**config.mk**
```make
export PLATFORM = sky130hd
export DESIGN_NAME = sild_top
export DESIGN_NICKNAME = d
export VERILOG_FILES = /design/src/rtl/sild_pkg.sv /design/src/rtl/sild_stream_if.sv /design/src/rtl/sild_fifo.sv /design/src/rtl/sild_sync.sv /design/src/rtl/sild_top.sv
export VERILOG_INCLUDE_DIRS = /design/src /design/src/rtl
export SDC_FILE = /design/constraint.sdc
export NUM_CORES = 1
export LEC_CHECK = 0
export BUFFER_PORTS_ARGS = -buffer_cell sky130_fd_sc_hd__buf_2
export CAP_MARGIN = 0
export CORE_UTILIZATION = 34
export CTS_CLUSTER_DIAMETER = 40
export DETAILED_ROUTE_END_ITERATION = 10
export HOLD_SLACK_MARGIN = 0.05
export PLACE_DENSITY = 0.53
export SYNTH_ARGS = -nofsm -noshare
export SYNTH_HDL_FRONTEND = slang
export SYNTH_SLANG_ARGS = --single-unit
```
**constraint.sdc**
```tcl
create_clock -name I_MCLK -period 8.05 [get_ports I_MCLK]
set_clock_uncertainty 0.15 [all_clocks]
set_input_delay 0.4025 -clock I_MCLK [delete_from_list [all_inputs] [get_ports I_MCLK]]
set_output_delay 0.4025 -clock I_MCLK [all_outputs]
set_load 0.05 [all_outputs]
```
**src/rtl/sild_params.svh**
```systemverilog
// Constants of the serial-in latched driver: sizes, resets, timing counts
`ifndef SILD_PARAMS_SVH
`define SILD_PARAMS_SVH

// ==========================================================
// Structure
`define SILD_STAGES 20
`define SILD_FIFO_DEPTH 32
`define SILD_FIFO_WIDTH 1
`define SILD_SYNC_WIDTH 4

// ==========================================================
// Pin positions inside the synchroniser word
`define SILD_PIN_SDATA 0
`define SILD_PIN_SCLK 1
`define SILD_PIN_LOAD 2
`define SILD_PIN_BLANK 3

// ==========================================================
// Reset values
`define SILD_RST_STAGES 20'h00000
`define SILD_RST_PINS 4'h0

// ==========================================================
// Timing: clock rate and the fastest legal shift clock, in Hz
`define SILD_CLK_HZ 40000000
`define SILD_MAX_SHIFT_HZ 3300000
// Least cycles between two shift edges, rounded up
`define SILD_MIN_SHIFT_CYC \
    ((`SILD_CLK_HZ + `SILD_MAX_SHIFT_HZ - 1) / `SILD_MAX_SHIFT_HZ)

`endif

```
**src/rtl/sild_pkg.sv**
```systemverilog
// Types shared by the serial-in latched driver modules
`include "sild_params.svh"

package sild_pkg;

    // ======================================================
    // Shift engine states
    typedef enum logic [0:0] {
        SILD_ST_IDLE = 1'b0,
        SILD_ST_SETTLE = 1'b1
    } sild_eng_e;

    // ======================================================
    // Parallel word, one bit per stage
    typedef logic [`SILD_STAGES-1:0] sild_word_t;

endpackage : sild_pkg

```
**src/rtl/sild_stream_if.sv**
```systemverilog
// Valid/ready stream between the bit buffer and the shift engine
interface sild_stream_if #(
    parameter int W = 1
) (
    input wire logic clk
);
    logic valid;
    logic ready;
    logic [W-1:0] data;

    modport src (output valid, output data, input ready);
    modport snk (input valid, input data, output ready);
endinterface : sild_stream_if

```
**src/rtl/sild_fifo.sv**
```systemverilog
// Bit buffer between the captured shift edges and the shift engine
module sild_fifo #(
    parameter int W = 1,
    parameter int DEPTH = 32
) (
    // Clock and reset
    input wire logic clk,
    input wire logic rst,
    // Fill side
    input wire logic i_wr_valid,
    input wire logic [W-1:0] i_wr_data,
    output logic o_wr_ready,
    // Drain side
    sild_stream_if.src rd
);
    localparam int AW = $clog2(DEPTH);
    localparam int CW = $clog2(DEPTH + 1);
    localparam logic [CW-1:0] FULL = CW'(DEPTH);

    logic [W-1:0] mem [DEPTH];
    logic [AW-1:0] wr_ptr_reg;
    logic [AW-1:0] rd_ptr_reg;
    logic [CW-1:0] count_reg;
    logic push;
    logic pop;

    assign o_wr_ready = (count_reg != FULL);
    assign rd.valid = (count_reg != '0);
    assign rd.data = mem[rd_ptr_reg];
    assign push = i_wr_valid && o_wr_ready;
    assign pop = rd.valid && rd.ready;

    // ======================================================
    // Storage has no reset; only the pointers and the count define content
    always_ff @(posedge clk) begin
        if (push) begin
            mem[wr_ptr_reg] <= i_wr_data;
        end
    end

    always_ff @(posedge clk) begin
        if (rst) begin
            wr_ptr_reg <= '0;
            rd_ptr_reg <= '0;
        end else begin
            if (push) begin
                wr_ptr_reg <= (wr_ptr_reg == AW'(DEPTH - 1)) ? '0
                              : wr_ptr_reg + AW'(1);
            end
            if (pop) begin
                rd_ptr_reg <= (rd_ptr_reg == AW'(DEPTH - 1)) ? '0
                              : rd_ptr_reg + AW'(1);
            end
        end
    end

    always_ff @(posedge clk) begin
        if (rst) begin
            count_reg <= '0;
        end else if (push && !pop) begin
            count_reg <= count_reg + CW'(1);
        end else if (pop && !push) begin
            count_reg <= count_reg - CW'(1);
        end
    end
endmodule : sild_fifo

```
**src/rtl/sild_sync.sv**
```systemverilog
// Three-stage pin synchroniser with agreement filter
`include "sild_params.svh"

module sild_sync #(
    parameter int W = 4,
    parameter logic [W-1:0] RST_VAL = '0
) (
    // Clock and reset
    input wire logic clk,
    input wire logic rst,
    // Pins and filtered levels
    input wire logic [W-1:0] i_pin,
    output logic [W-1:0] o_level
);
    logic [W-1:0] s1_reg;
    logic [W-1:0] s2_reg;
    logic [W-1:0] s3_reg;

    // ======================================================
    // Stage one feeds stage two only
    always_ff @(posedge clk) begin
        if (rst) begin
            s1_reg <= RST_VAL;
            s2_reg <= RST_VAL;
            s3_reg <= RST_VAL;
        end else begin
            s1_reg <= i_pin;
            s2_reg <= s1_reg;
            s3_reg <= s2_reg;
        end
    end

    // ======================================================
    // A new level counts once stages two and three agree
    genvar g;
    generate
        for (g = 0; g < W; g++) begin : g_bit
            always_ff @(posedge clk) begin
                if (rst) begin
                    o_level[g] <= RST_VAL[g];
                end else if (s2_reg[g] == s3_reg[g]) begin
                    o_level[g] <= s3_reg[g];
                end
            end
        end
    endgenerate
endmodule : sild_sync

```
**src/rtl/sild_top.sv**
```systemverilog
// Serial-in latched driver: shift stages, output latches and blanking
`include "sild_params.svh"

// Function
// RULE1 - A rising shift clock captures the data input into stage one.
// RULE2 - Each later rising edge moves every bit one stage onward; else hold.
// RULE3 - Host sets the data bit before raising the shift clock.
// RULE4 - Load high makes latches follow the stages; load low holds them.
// RULE5 - With load tied high the host keeps blanking high while shifting.
// RULE6 - Blanking high turns every source off and every pull-down on.
// RULE7 - Blanking never alters what the latches hold.
// RULE8 - Blanking low drives each output from its own latch.
// RULE9 - Host keeps the shift clock at or below 3.3 MHz.
// RULE10 - Twenty stages, twenty latches, twenty outputs.
// RULE11 - The serial output always shows the last stage.
module sild_top
    import sild_pkg::*;
#(
    parameter int STAGES = `SILD_STAGES,
    parameter int FIFO_DEPTH = `SILD_FIFO_DEPTH,
    parameter int MIN_SHIFT_CYC = `SILD_MIN_SHIFT_CYC
) (
    // Clock and reset
    input wire logic I_MCLK,
    input wire logic I_RST,
    // Host pins
    input wire logic I_SDATA,
    input wire logic I_SCLK,
    input wire logic I_LOAD,
    input wire logic I_BLANK,
    // Cascade output
    output logic O_SDATA,
    // Driver controls, one bit per output
    output logic [STAGES-1:0] O_SRC_EN,
    output logic [STAGES-1:0] O_PULLDN_EN,
    // Status
    output logic O_IN_READY,
    output logic O_RATE_ERR
);
    localparam int RCW = $clog2(MIN_SHIFT_CYC + 1);
    localparam logic [RCW-1:0] RATE_MIN = RCW'(MIN_SHIFT_CYC);

    logic [`SILD_SYNC_WIDTH-1:0] pins;
    logic [`SILD_SYNC_WIDTH-1:0] lvl;
    logic sclk_d_reg;
    logic sclk_rise;
    logic wr_ready;
    logic [STAGES-1:0] shift_reg;
    logic [STAGES-1:0] latch_reg;
    logic [RCW-1:0] gap_reg;
    logic rate_err_reg;
    logic in_ready_reg;
    sild_eng_e eng_reg;
    sild_eng_e eng_next;

    sild_stream_if #(.W(`SILD_FIFO_WIDTH)) bits (.clk(I_MCLK));

    // ======================================================
    // Pin capture
    assign pins = {I_BLANK, I_LOAD, I_SCLK, I_SDATA};

    sild_sync #(
        .W(`SILD_SYNC_WIDTH),
        .RST_VAL(`SILD_RST_PINS)
    ) u_sync (
        .clk(I_MCLK),
        .rst(I_RST),
        .i_pin(pins),
        .o_level(lvl)
    );

    always_ff @(posedge I_MCLK) begin
        if (I_RST) begin
            sclk_d_reg <= 1'b0;
        end else begin
            sclk_d_reg <= lvl[`SILD_PIN_SCLK];
        end
    end

    // Data passes the same filter as the clock, so a bit set up
    // before the edge is still the one seen with it
    assign sclk_rise = lvl[`SILD_PIN_SCLK] && !sclk_d_reg; // RULE1

    // ======================================================
    // Edge buffer: absorbs edges while the engine settles
    sild_fifo #(
        .W(`SILD_FIFO_WIDTH),
        .DEPTH(FIFO_DEPTH)
    ) u_fifo (
        .clk(I_MCLK),
        .rst(I_RST),
        .i_wr_valid(sclk_rise),
        .i_wr_data(lvl[`SILD_PIN_SDATA]),
        .o_wr_ready(wr_ready),
        .rd(bits.src)
    );

    always_ff @(posedge I_MCLK) begin
        if (I_RST) begin
            in_ready_reg <= 1'b0;
        end else begin
            in_ready_reg <= wr_ready;
        end
    end

    // ======================================================
    // Shift engine: one shift, then one settle cycle so the
    // latches see every intermediate word while load is high
    always_comb begin
        eng_next = eng_reg;
        case (eng_reg)
            SILD_ST_IDLE: begin
                if (bits.valid) begin
                    eng_next = SILD_ST_SETTLE;
                end
            end
            SILD_ST_SETTLE: begin
                eng_next = SILD_ST_IDLE;
            end
            default: begin
                eng_next = SILD_ST_IDLE;
            end
        endcase
    end

    assign bits.ready = (eng_reg == SILD_ST_IDLE);

    always_ff @(posedge I_MCLK) begin
        if (I_RST) begin
            eng_reg <= SILD_ST_IDLE;
        end else begin
            eng_reg <= eng_next;
        end
    end

    // ======================================================
    // Shift stages; stage one is bit 0
    always_ff @(posedge I_MCLK) begin
        if (I_RST) begin
            shift_reg <= `SILD_RST_STAGES; // RULE10
        end else if (bits.valid && bits.ready) begin
            shift_reg <= {shift_reg[STAGES-2:0], bits.data[0]}; // RULE2
        end
    end

    // ======================================================
    // Latches: transparent on load, blind to blanking
    always_ff @(posedge I_MCLK) begin
        if (I_RST) begin
            latch_reg <= `SILD_RST_STAGES;
        end else if (lvl[`SILD_PIN_LOAD]) begin
            latch_reg <= shift_reg; // RULE4 RULE7
        end
    end

    // ======================================================
    // Output drive
    always_ff @(posedge I_MCLK) begin
        if (I_RST) begin
            O_SRC_EN <= '0;
            O_PULLDN_EN <= '1;
        end else if (lvl[`SILD_PIN_BLANK]) begin
            O_SRC_EN <= '0; // RULE6
            O_PULLDN_EN <= '1; // RULE6
        end else begin
            O_SRC_EN <= latch_reg; // RULE8
            O_PULLDN_EN <= ~latch_reg; // RULE8
        end
    end

    always_ff @(posedge I_MCLK) begin
        if (I_RST) begin
            O_SDATA <= 1'b0;
        end else begin
            O_SDATA <= shift_reg[STAGES-1]; // RULE11
        end
    end

    // ======================================================
    // Shift rate watch: edges closer than the legal period are
    // flagged, since the host, not this block, paces the clock
    always_ff @(posedge I_MCLK) begin
        if (I_RST) begin
            gap_reg <= RATE_MIN;
        end else if (sclk_rise) begin
            gap_reg <= RCW'(1);
        end else if (gap_reg != RATE_MIN) begin
            gap_reg <= gap_reg + RCW'(1);
        end
    end

    always_ff @(posedge I_MCLK) begin
        if (I_RST) begin
            rate_err_reg <= 1'b0;
        end else if (sclk_rise && gap_reg < RATE_MIN) begin
            rate_err_reg <= 1'b1; // RULE9
        end
    end

    assign O_IN_READY = in_ready_reg;
    assign O_RATE_ERR = rate_err_reg;
endmodule : sild_top
```
After elaboration in Yosys (flattened, before gate mapping)
Memory sizes are Yosys's and may differ from the RTL's. A register that Yosys moved wholly into a read port is not among the register bits.
Cells that the tools add are included.
{"block": "op_classes", "addsub": 5, "mul": 0, "div_mod_pow": 0, "n_lt_le_gt_ge": 1, "n_eq_ne": 8, "shift": 0, "n_mux": 10, "n_bitwise": 2, "reduce_logical": 14}
{"op": "20-bit inverter", "count": 1}
{"op": "6-bit 2-to-1 mux", "count": 2}
{"op": "5-bit by 1-bit adder with 5-bit output (second input constant)", "count": 2}
{"op": "5-bit equality test (second input constant)", "count": 2}
{"op": "5-bit 2-to-1 mux", "count": 2}
{"op": "4-bit 2-to-1 mux", "count": 2}
{"op": "6-bit by 1-bit adder with 6-bit output (second input constant)", "count": 1}
{"op": "1-bit logical AND", "count": 6}
{"op": "6-bit inequality test (second input constant)", "count": 1}
{"op": "6-bit nonzero test", "count": 1}
{"op": "6-bit by 1-bit subtractor with 6-bit output (second input constant)", "count": 1}
{"op": "4-bit by 1-bit adder with 4-bit output (second input constant)", "count": 1}
{"op": "1-bit equality test", "count": 4}
{"op": "4-bit < comparator (second input constant)", "count": 1}
{"op": "4-bit inequality test (second input constant)", "count": 1}
{"op": "2-bit nonzero test", "count": 2}
{"op": "2-bit OR reduction", "count": 2}
{"op": "1-bit zero test", "count": 3}
{"op": "1-bit 2-to-1 mux", "count": 3}
{"op": "1-bit case mux with 2 select lines", "count": 1}
{"op": "1-bit inverter", "count": 1}
{"block": "totals", "reg_bits": 121, "latch_bits": 0, "mem_bits_rw": 32, "mem_bits_ro": 0, "input_bits": 6, "out_inout_bits": 43, "word_cells": 62, "n_memories": 1}
{"name": "u_fifo.mem", "depth": 32, "width": 1, "rd": 1, "rd_ports_with_merged_regs": 1, "wr": 1, "line_no": "sild_fifo.sv:20", "text": "logic [W-1:0] mem [DEPTH];"}

Longest topological paths before layout
{"block": "depth", "word_depth": 7, "mapped_depth": 13, "depth_no_buf": 12}

Cells and area by module
A second synthesis with hierarchy kept.
{"block": "hier_totals", "cells_unflattened": 535, "hier_area_um2": 5825.6}
{"module": "sild_top", "n_inst": 1, "cells_each": 269, "area_per_inst_um2": 2722.6, "seq_area_each_um2": 1781.7}
{"module": "sild_fifo", "n_inst": 1, "cells_each": 225, "area_per_inst_um2": 2616.3, "seq_area_each_um2": 1381.3}
{"module": "sild_sync", "n_inst": 1, "cells_each": 41, "area_per_inst_um2": 486.7, "seq_area_each_um2": 320.3}

Worst setup path after synthesis
No wires, ideal clock.
{"block": "synth_timing", "kind": "reg-to-reg", "startpoint": "register u_fifo.count_reg[0]", "endpoint": "register u_fifo.count_reg[5]", "setup_time_ns": 0.121, "arrival_time_ns": 2.744, "required_time_ns": 7.779, "path_slack_ns": 5.036, "path_stages_with_launch": 12, "synth_period_minus_slack_ns": 3.014, "path_cell_list": "dfxtp_1 or4_4 o31a_1 buf_6 ha_1 inv_1 ha_1 a21o_1 a21oi_1 o21ai_0 nand4_1 mux2_2"}
{"block": "synth_between", "elab_chain_len": 5, "word_cells_on_any_way": 13}
{"item": "start: declaration", "line_no": "sild_fifo.sv:23", "text": "logic [CW-1:0] count_reg;"}
{"item": "start signal: assignment", "line_no": "sild_fifo.sv:61", "text": "count_reg <= count_reg + CW'(1);"}
{"item": "start signal: assignment", "line_no": "sild_fifo.sv:63", "text": "count_reg <= count_reg - CW'(1);"}
{"item": "6-bit inequality test (*)", "line_no": "sild_fifo.sv:27", "text": "assign o_wr_ready = (count_reg != FULL);"}
{"item": "1-bit logical AND (*)", "line_no": "sild_fifo.sv:30", "text": "assign push = i_wr_valid && o_wr_ready;"}
{"item": "via u_fifo.push", "line_no": "sild_fifo.sv:24", "text": "logic push;"}
{"item": "1-bit zero test", "line_no": "sild_fifo.sv:62", "text": "end else if (pop && !push) begin"}
{"item": "1-bit logical AND", "line_no": "sild_fifo.sv:62"}
{"item": "2-bit nonzero test (no line)"}
The timed path passes the listed nets; every way through them passes the cells marked *. The select of a mux whose other input is x is not followed.
A chain may end at the register's enable or synchronous reset.

Worst setup path in the final report
{"block": "layout_timing", "startpoint": "register u_fifo.count_reg[0]", "endpoint": "register u_fifo.count_reg[5]"}
{"block": "layout_between", "elab_chain_len": 5, "word_cells_on_any_way": 13}
{"item": "parallel branches: the longest is 5 deep, another holds 6-bit by 1-bit subtractor with 6-bit output"}
Parallel ways; which one is timed is not known. The select of a mux whose other input is x is not followed.

==> impl_metrics.json <==
{
  "fin_cells": 796,
  "final_cell_mix": "dfxtp_1 (121), nor2_1 (74), nand2_1 (69)",
  "syn_inst": 523,
  "crit_path_end_kind": "flop",
  "min_period_ns": 3.67,
  "yosysSeqAreaShare": 0.607,
  "wire_per_inst_um": 11.6,
  "syn_to_final_growth_pct": 18.6,
  "grtUsageMet3": 0.0357,
  "grt_max_degree": 83,
  "path_class": "reg2reg",
  "dpl.cell_count": 762,
  "cts_inserted_buffers": 17,
  "grt_pass1_wl_mm": 15.9,
  "final_common_cell": "dfxtp_1",
  "max_cap_violations": 0,
  "drc": 0,
  "cp.required_ns": 8.21,
  "grt_util_met2": 0.201,
  "cp.arrival_ns": 3.83,
  "die-area_um2": 16900,
  "grt_usage": 0.122,
  "slowest_stage": "or4_4",
  "path_cells": "or4_4 -> nor3_2 -> nor2_1 -> buf_4 -> inv_2 -> ha_1 -> inv_1 -> ha_1 -> a21o_1 -> a21oi_1 -> o21ai_0 -> nand4_1 -> mux2_2",
  "synth-seq-cells": 153,
  "floorplan.rows": 46,
  "place_congestion": 0.696,
  "syn-cell-area_um2": 5570,
  "ant_nets": 0,
  "synth_top_cell_area_share": 0.435,
  "die_height_um": 130,
  "antenna_found_initial": 0,
  "final.period_utilization": 0.456,
  "leakage_nw": 2.60,
  "initial_core_util": 0.350,
  "relSlewSlack": 0.253,
  "die_w_um": 130,
  "synthDistinctLibCells": 46,
  "hold_violations": 0,
  "crit_top_cell": "ha_1",
  "cts_buffer_depth": 2,
  "start_kind": "flop",
  "yosys.area.top_type": "dfxtp_1",
  "largest_register_ffs": 32,
  "finalSetupViolations": 0,
  "vias": 3578,
  "power_density_nw_per_um2": 300,
  "tightest_slew_ns": 1.12,
  "clock-sinks": 153,
  "grt_pass1_vias": 3388,
  "coreArea_um2": 15900,
  "antenna_cells": 0,
  "ioPinCount": 49,
  "grt_setup_unrepaired": "false",
  "largest_register": "u_fifo.mem",
  "avgSynthCellArea_um2": 10.7,
  "cts_tree": "built",
  "max_stage_delay_ns": 0.57,
  "ys_warn_count": 0,
  "syn_nets": 545,
  "synth_edf_count": 32,
  "fin_tns_setup_ns": 0,
  "async_flop_share": 0,
  "critPathMaxFanout": 31,
  "htree_levels": 4,
  "insertion_delay_ns": 0.42,
  "slew_violations": 0,
  "clkTransAtPathRegs_ns": 0.06,
  "met1_usage": 0.142,
  "num-nets-final": 590,
  "drt-vias-per-instance": 4.49,
  "drt_iter0_markers": 171,
  "port_buffers": 48,
  "cts_root_buf": "clkbuf_16",
  "post_cts_buffers": 0,
  "grt_busiest_layer": "met2",
  "drive_above_1_share": 0.169,
  "first_pass_iters": 4,
  "status": "finished clean",
  "timing.fmax_mhz": 272,
  "synth.area.top_cells": "dfxtp_1 (43%), edfxtp_1 (17%), mux2i_1 (5.0%), nor2_1 (5.0%), nand2_1 (4.6%)",
  "synthFlopType": "dfxtp_1",
  "ir_drop_mv": 0.150,
  "min-delay-path-class": "in2reg",
  "grt.overflow.total": 0,
  "place_hpwl_mm": 6.01,
  "routed_wl_mm": 9.20
}
==> area by class of cell <==
class,instances,area (um^2)
sequential,153,3380
multi-input combinational,313,1940
fill,1547,9340
inverter,29,109
clock inverter,12,165
timing repair buffer,54,293
clock buffer,19,443
tap,216,270
==> per-stage QoR <==
step                      cell area [um^2]  setup WS (ns)   util  hold slack, ns  power, mW
final                                 6610           4.38  0.414          0.0742       1.98
after global routing                  6610           4.14  0.414          0.0882       2.08
after CTS                             6610           4.36  0.414          0.0567       2.01
after detailed placement              5970           4.37  0.374           0.240       1.19
after global placement                5970           4.52  0.374           0.243       1.18
after floorplan                       5570           5.04      -           0.227       1.15
==> per-layer routing <==
layer / routed length, um / up-vias
met5: 0 / -
met2: 4500 / 59
li1: - / 1844
met4: 160 / 0
met3: 314 / 13
met1: 4220 / 1662
==> power breakdown <==
part	switching, mW	internal [mW]
logic	0.168	0.137
registers	0.0502	0.816
clock network	0.313	0.500
==> worst max-delay path: cells and delay by family (launching register included) <==
kind | cells | cell delay, ns
fa+ha+maj | 2 | 0.59
mux | 1 | 0.33
buf+inv | 3 | 0.70
simple gates | 4 | 0.84
compound gates | 3 | 0.59
flops | 1 | 0.36
==> kinds of logic (layout without fill, tap and decap cells) <==
kind of cell / Yosys count / after routing / share of synthesized area
compound gates: 55 / 55 / 0.0537
xor+xnor: 6 / 6 / 0.00943
fa+ha+maj: 16 / 16 / 0.0373
buf+inv: 57 / 114 / 0.0440
flops: 153 / 153 / 0.607
mux: 37 / 37 / 0.0846
simple gates: 199 / 199 / 0.164
==> worst paths after layout <==
| path | slack (ns) | startpoint | cells after the start | endpoint |
|---|---|---|---|---|
| max | 4.38 | u_fifo.count_reg[0]$_SDFFE_PP0P_ | 13 | u_fifo.count_reg[5]$_SDFFE_PP0P_ |
| min | 0.07 | I_BLANK | 2 | u_sync.s1_reg[3]$_SDFF_PP0_ |
| max reg2reg | 4.38 | u_fifo.count_reg[0]$_SDFFE_PP0P_ | 13 | u_fifo.count_reg[5]$_SDFFE_PP0P_ |
| min reg2reg | 0.25 | latch_reg[12]$_SDFFE_PP0P_ | 1 | O_PULLDN_EN[12]$_SDFF_PP1_ |
==> synth_stat cells, types with 2 or more instances <==
cell type	count
nor3_1	3
mux4_2	8
o21ai_0	10
nand3b_1	8
or3_1	2
nand3_1	6
nor4_1	3
a21o_1	2
inv_1	28
buf_2	4
edfxtp_1	32
nor2_1	74
ha_1	15
a21oi_1	36
or3b_2	3
nor2b_1	16
nand2_1	69
buf_6	3
nand2b_1	2
dfxtp_1	121
xnor2_1	5
a31oi_1	2
buf_1	4
clkbuf_1	16
and3_1	3
mux2i_1	28
==> repair_timing <==
action | in CTS | in global routing
hold buffers | 3 | 0
endpoints found under the hold margin | 3 | 0
gates resized for setup | 0 | 0
Power figures use the tool's default switching activity.
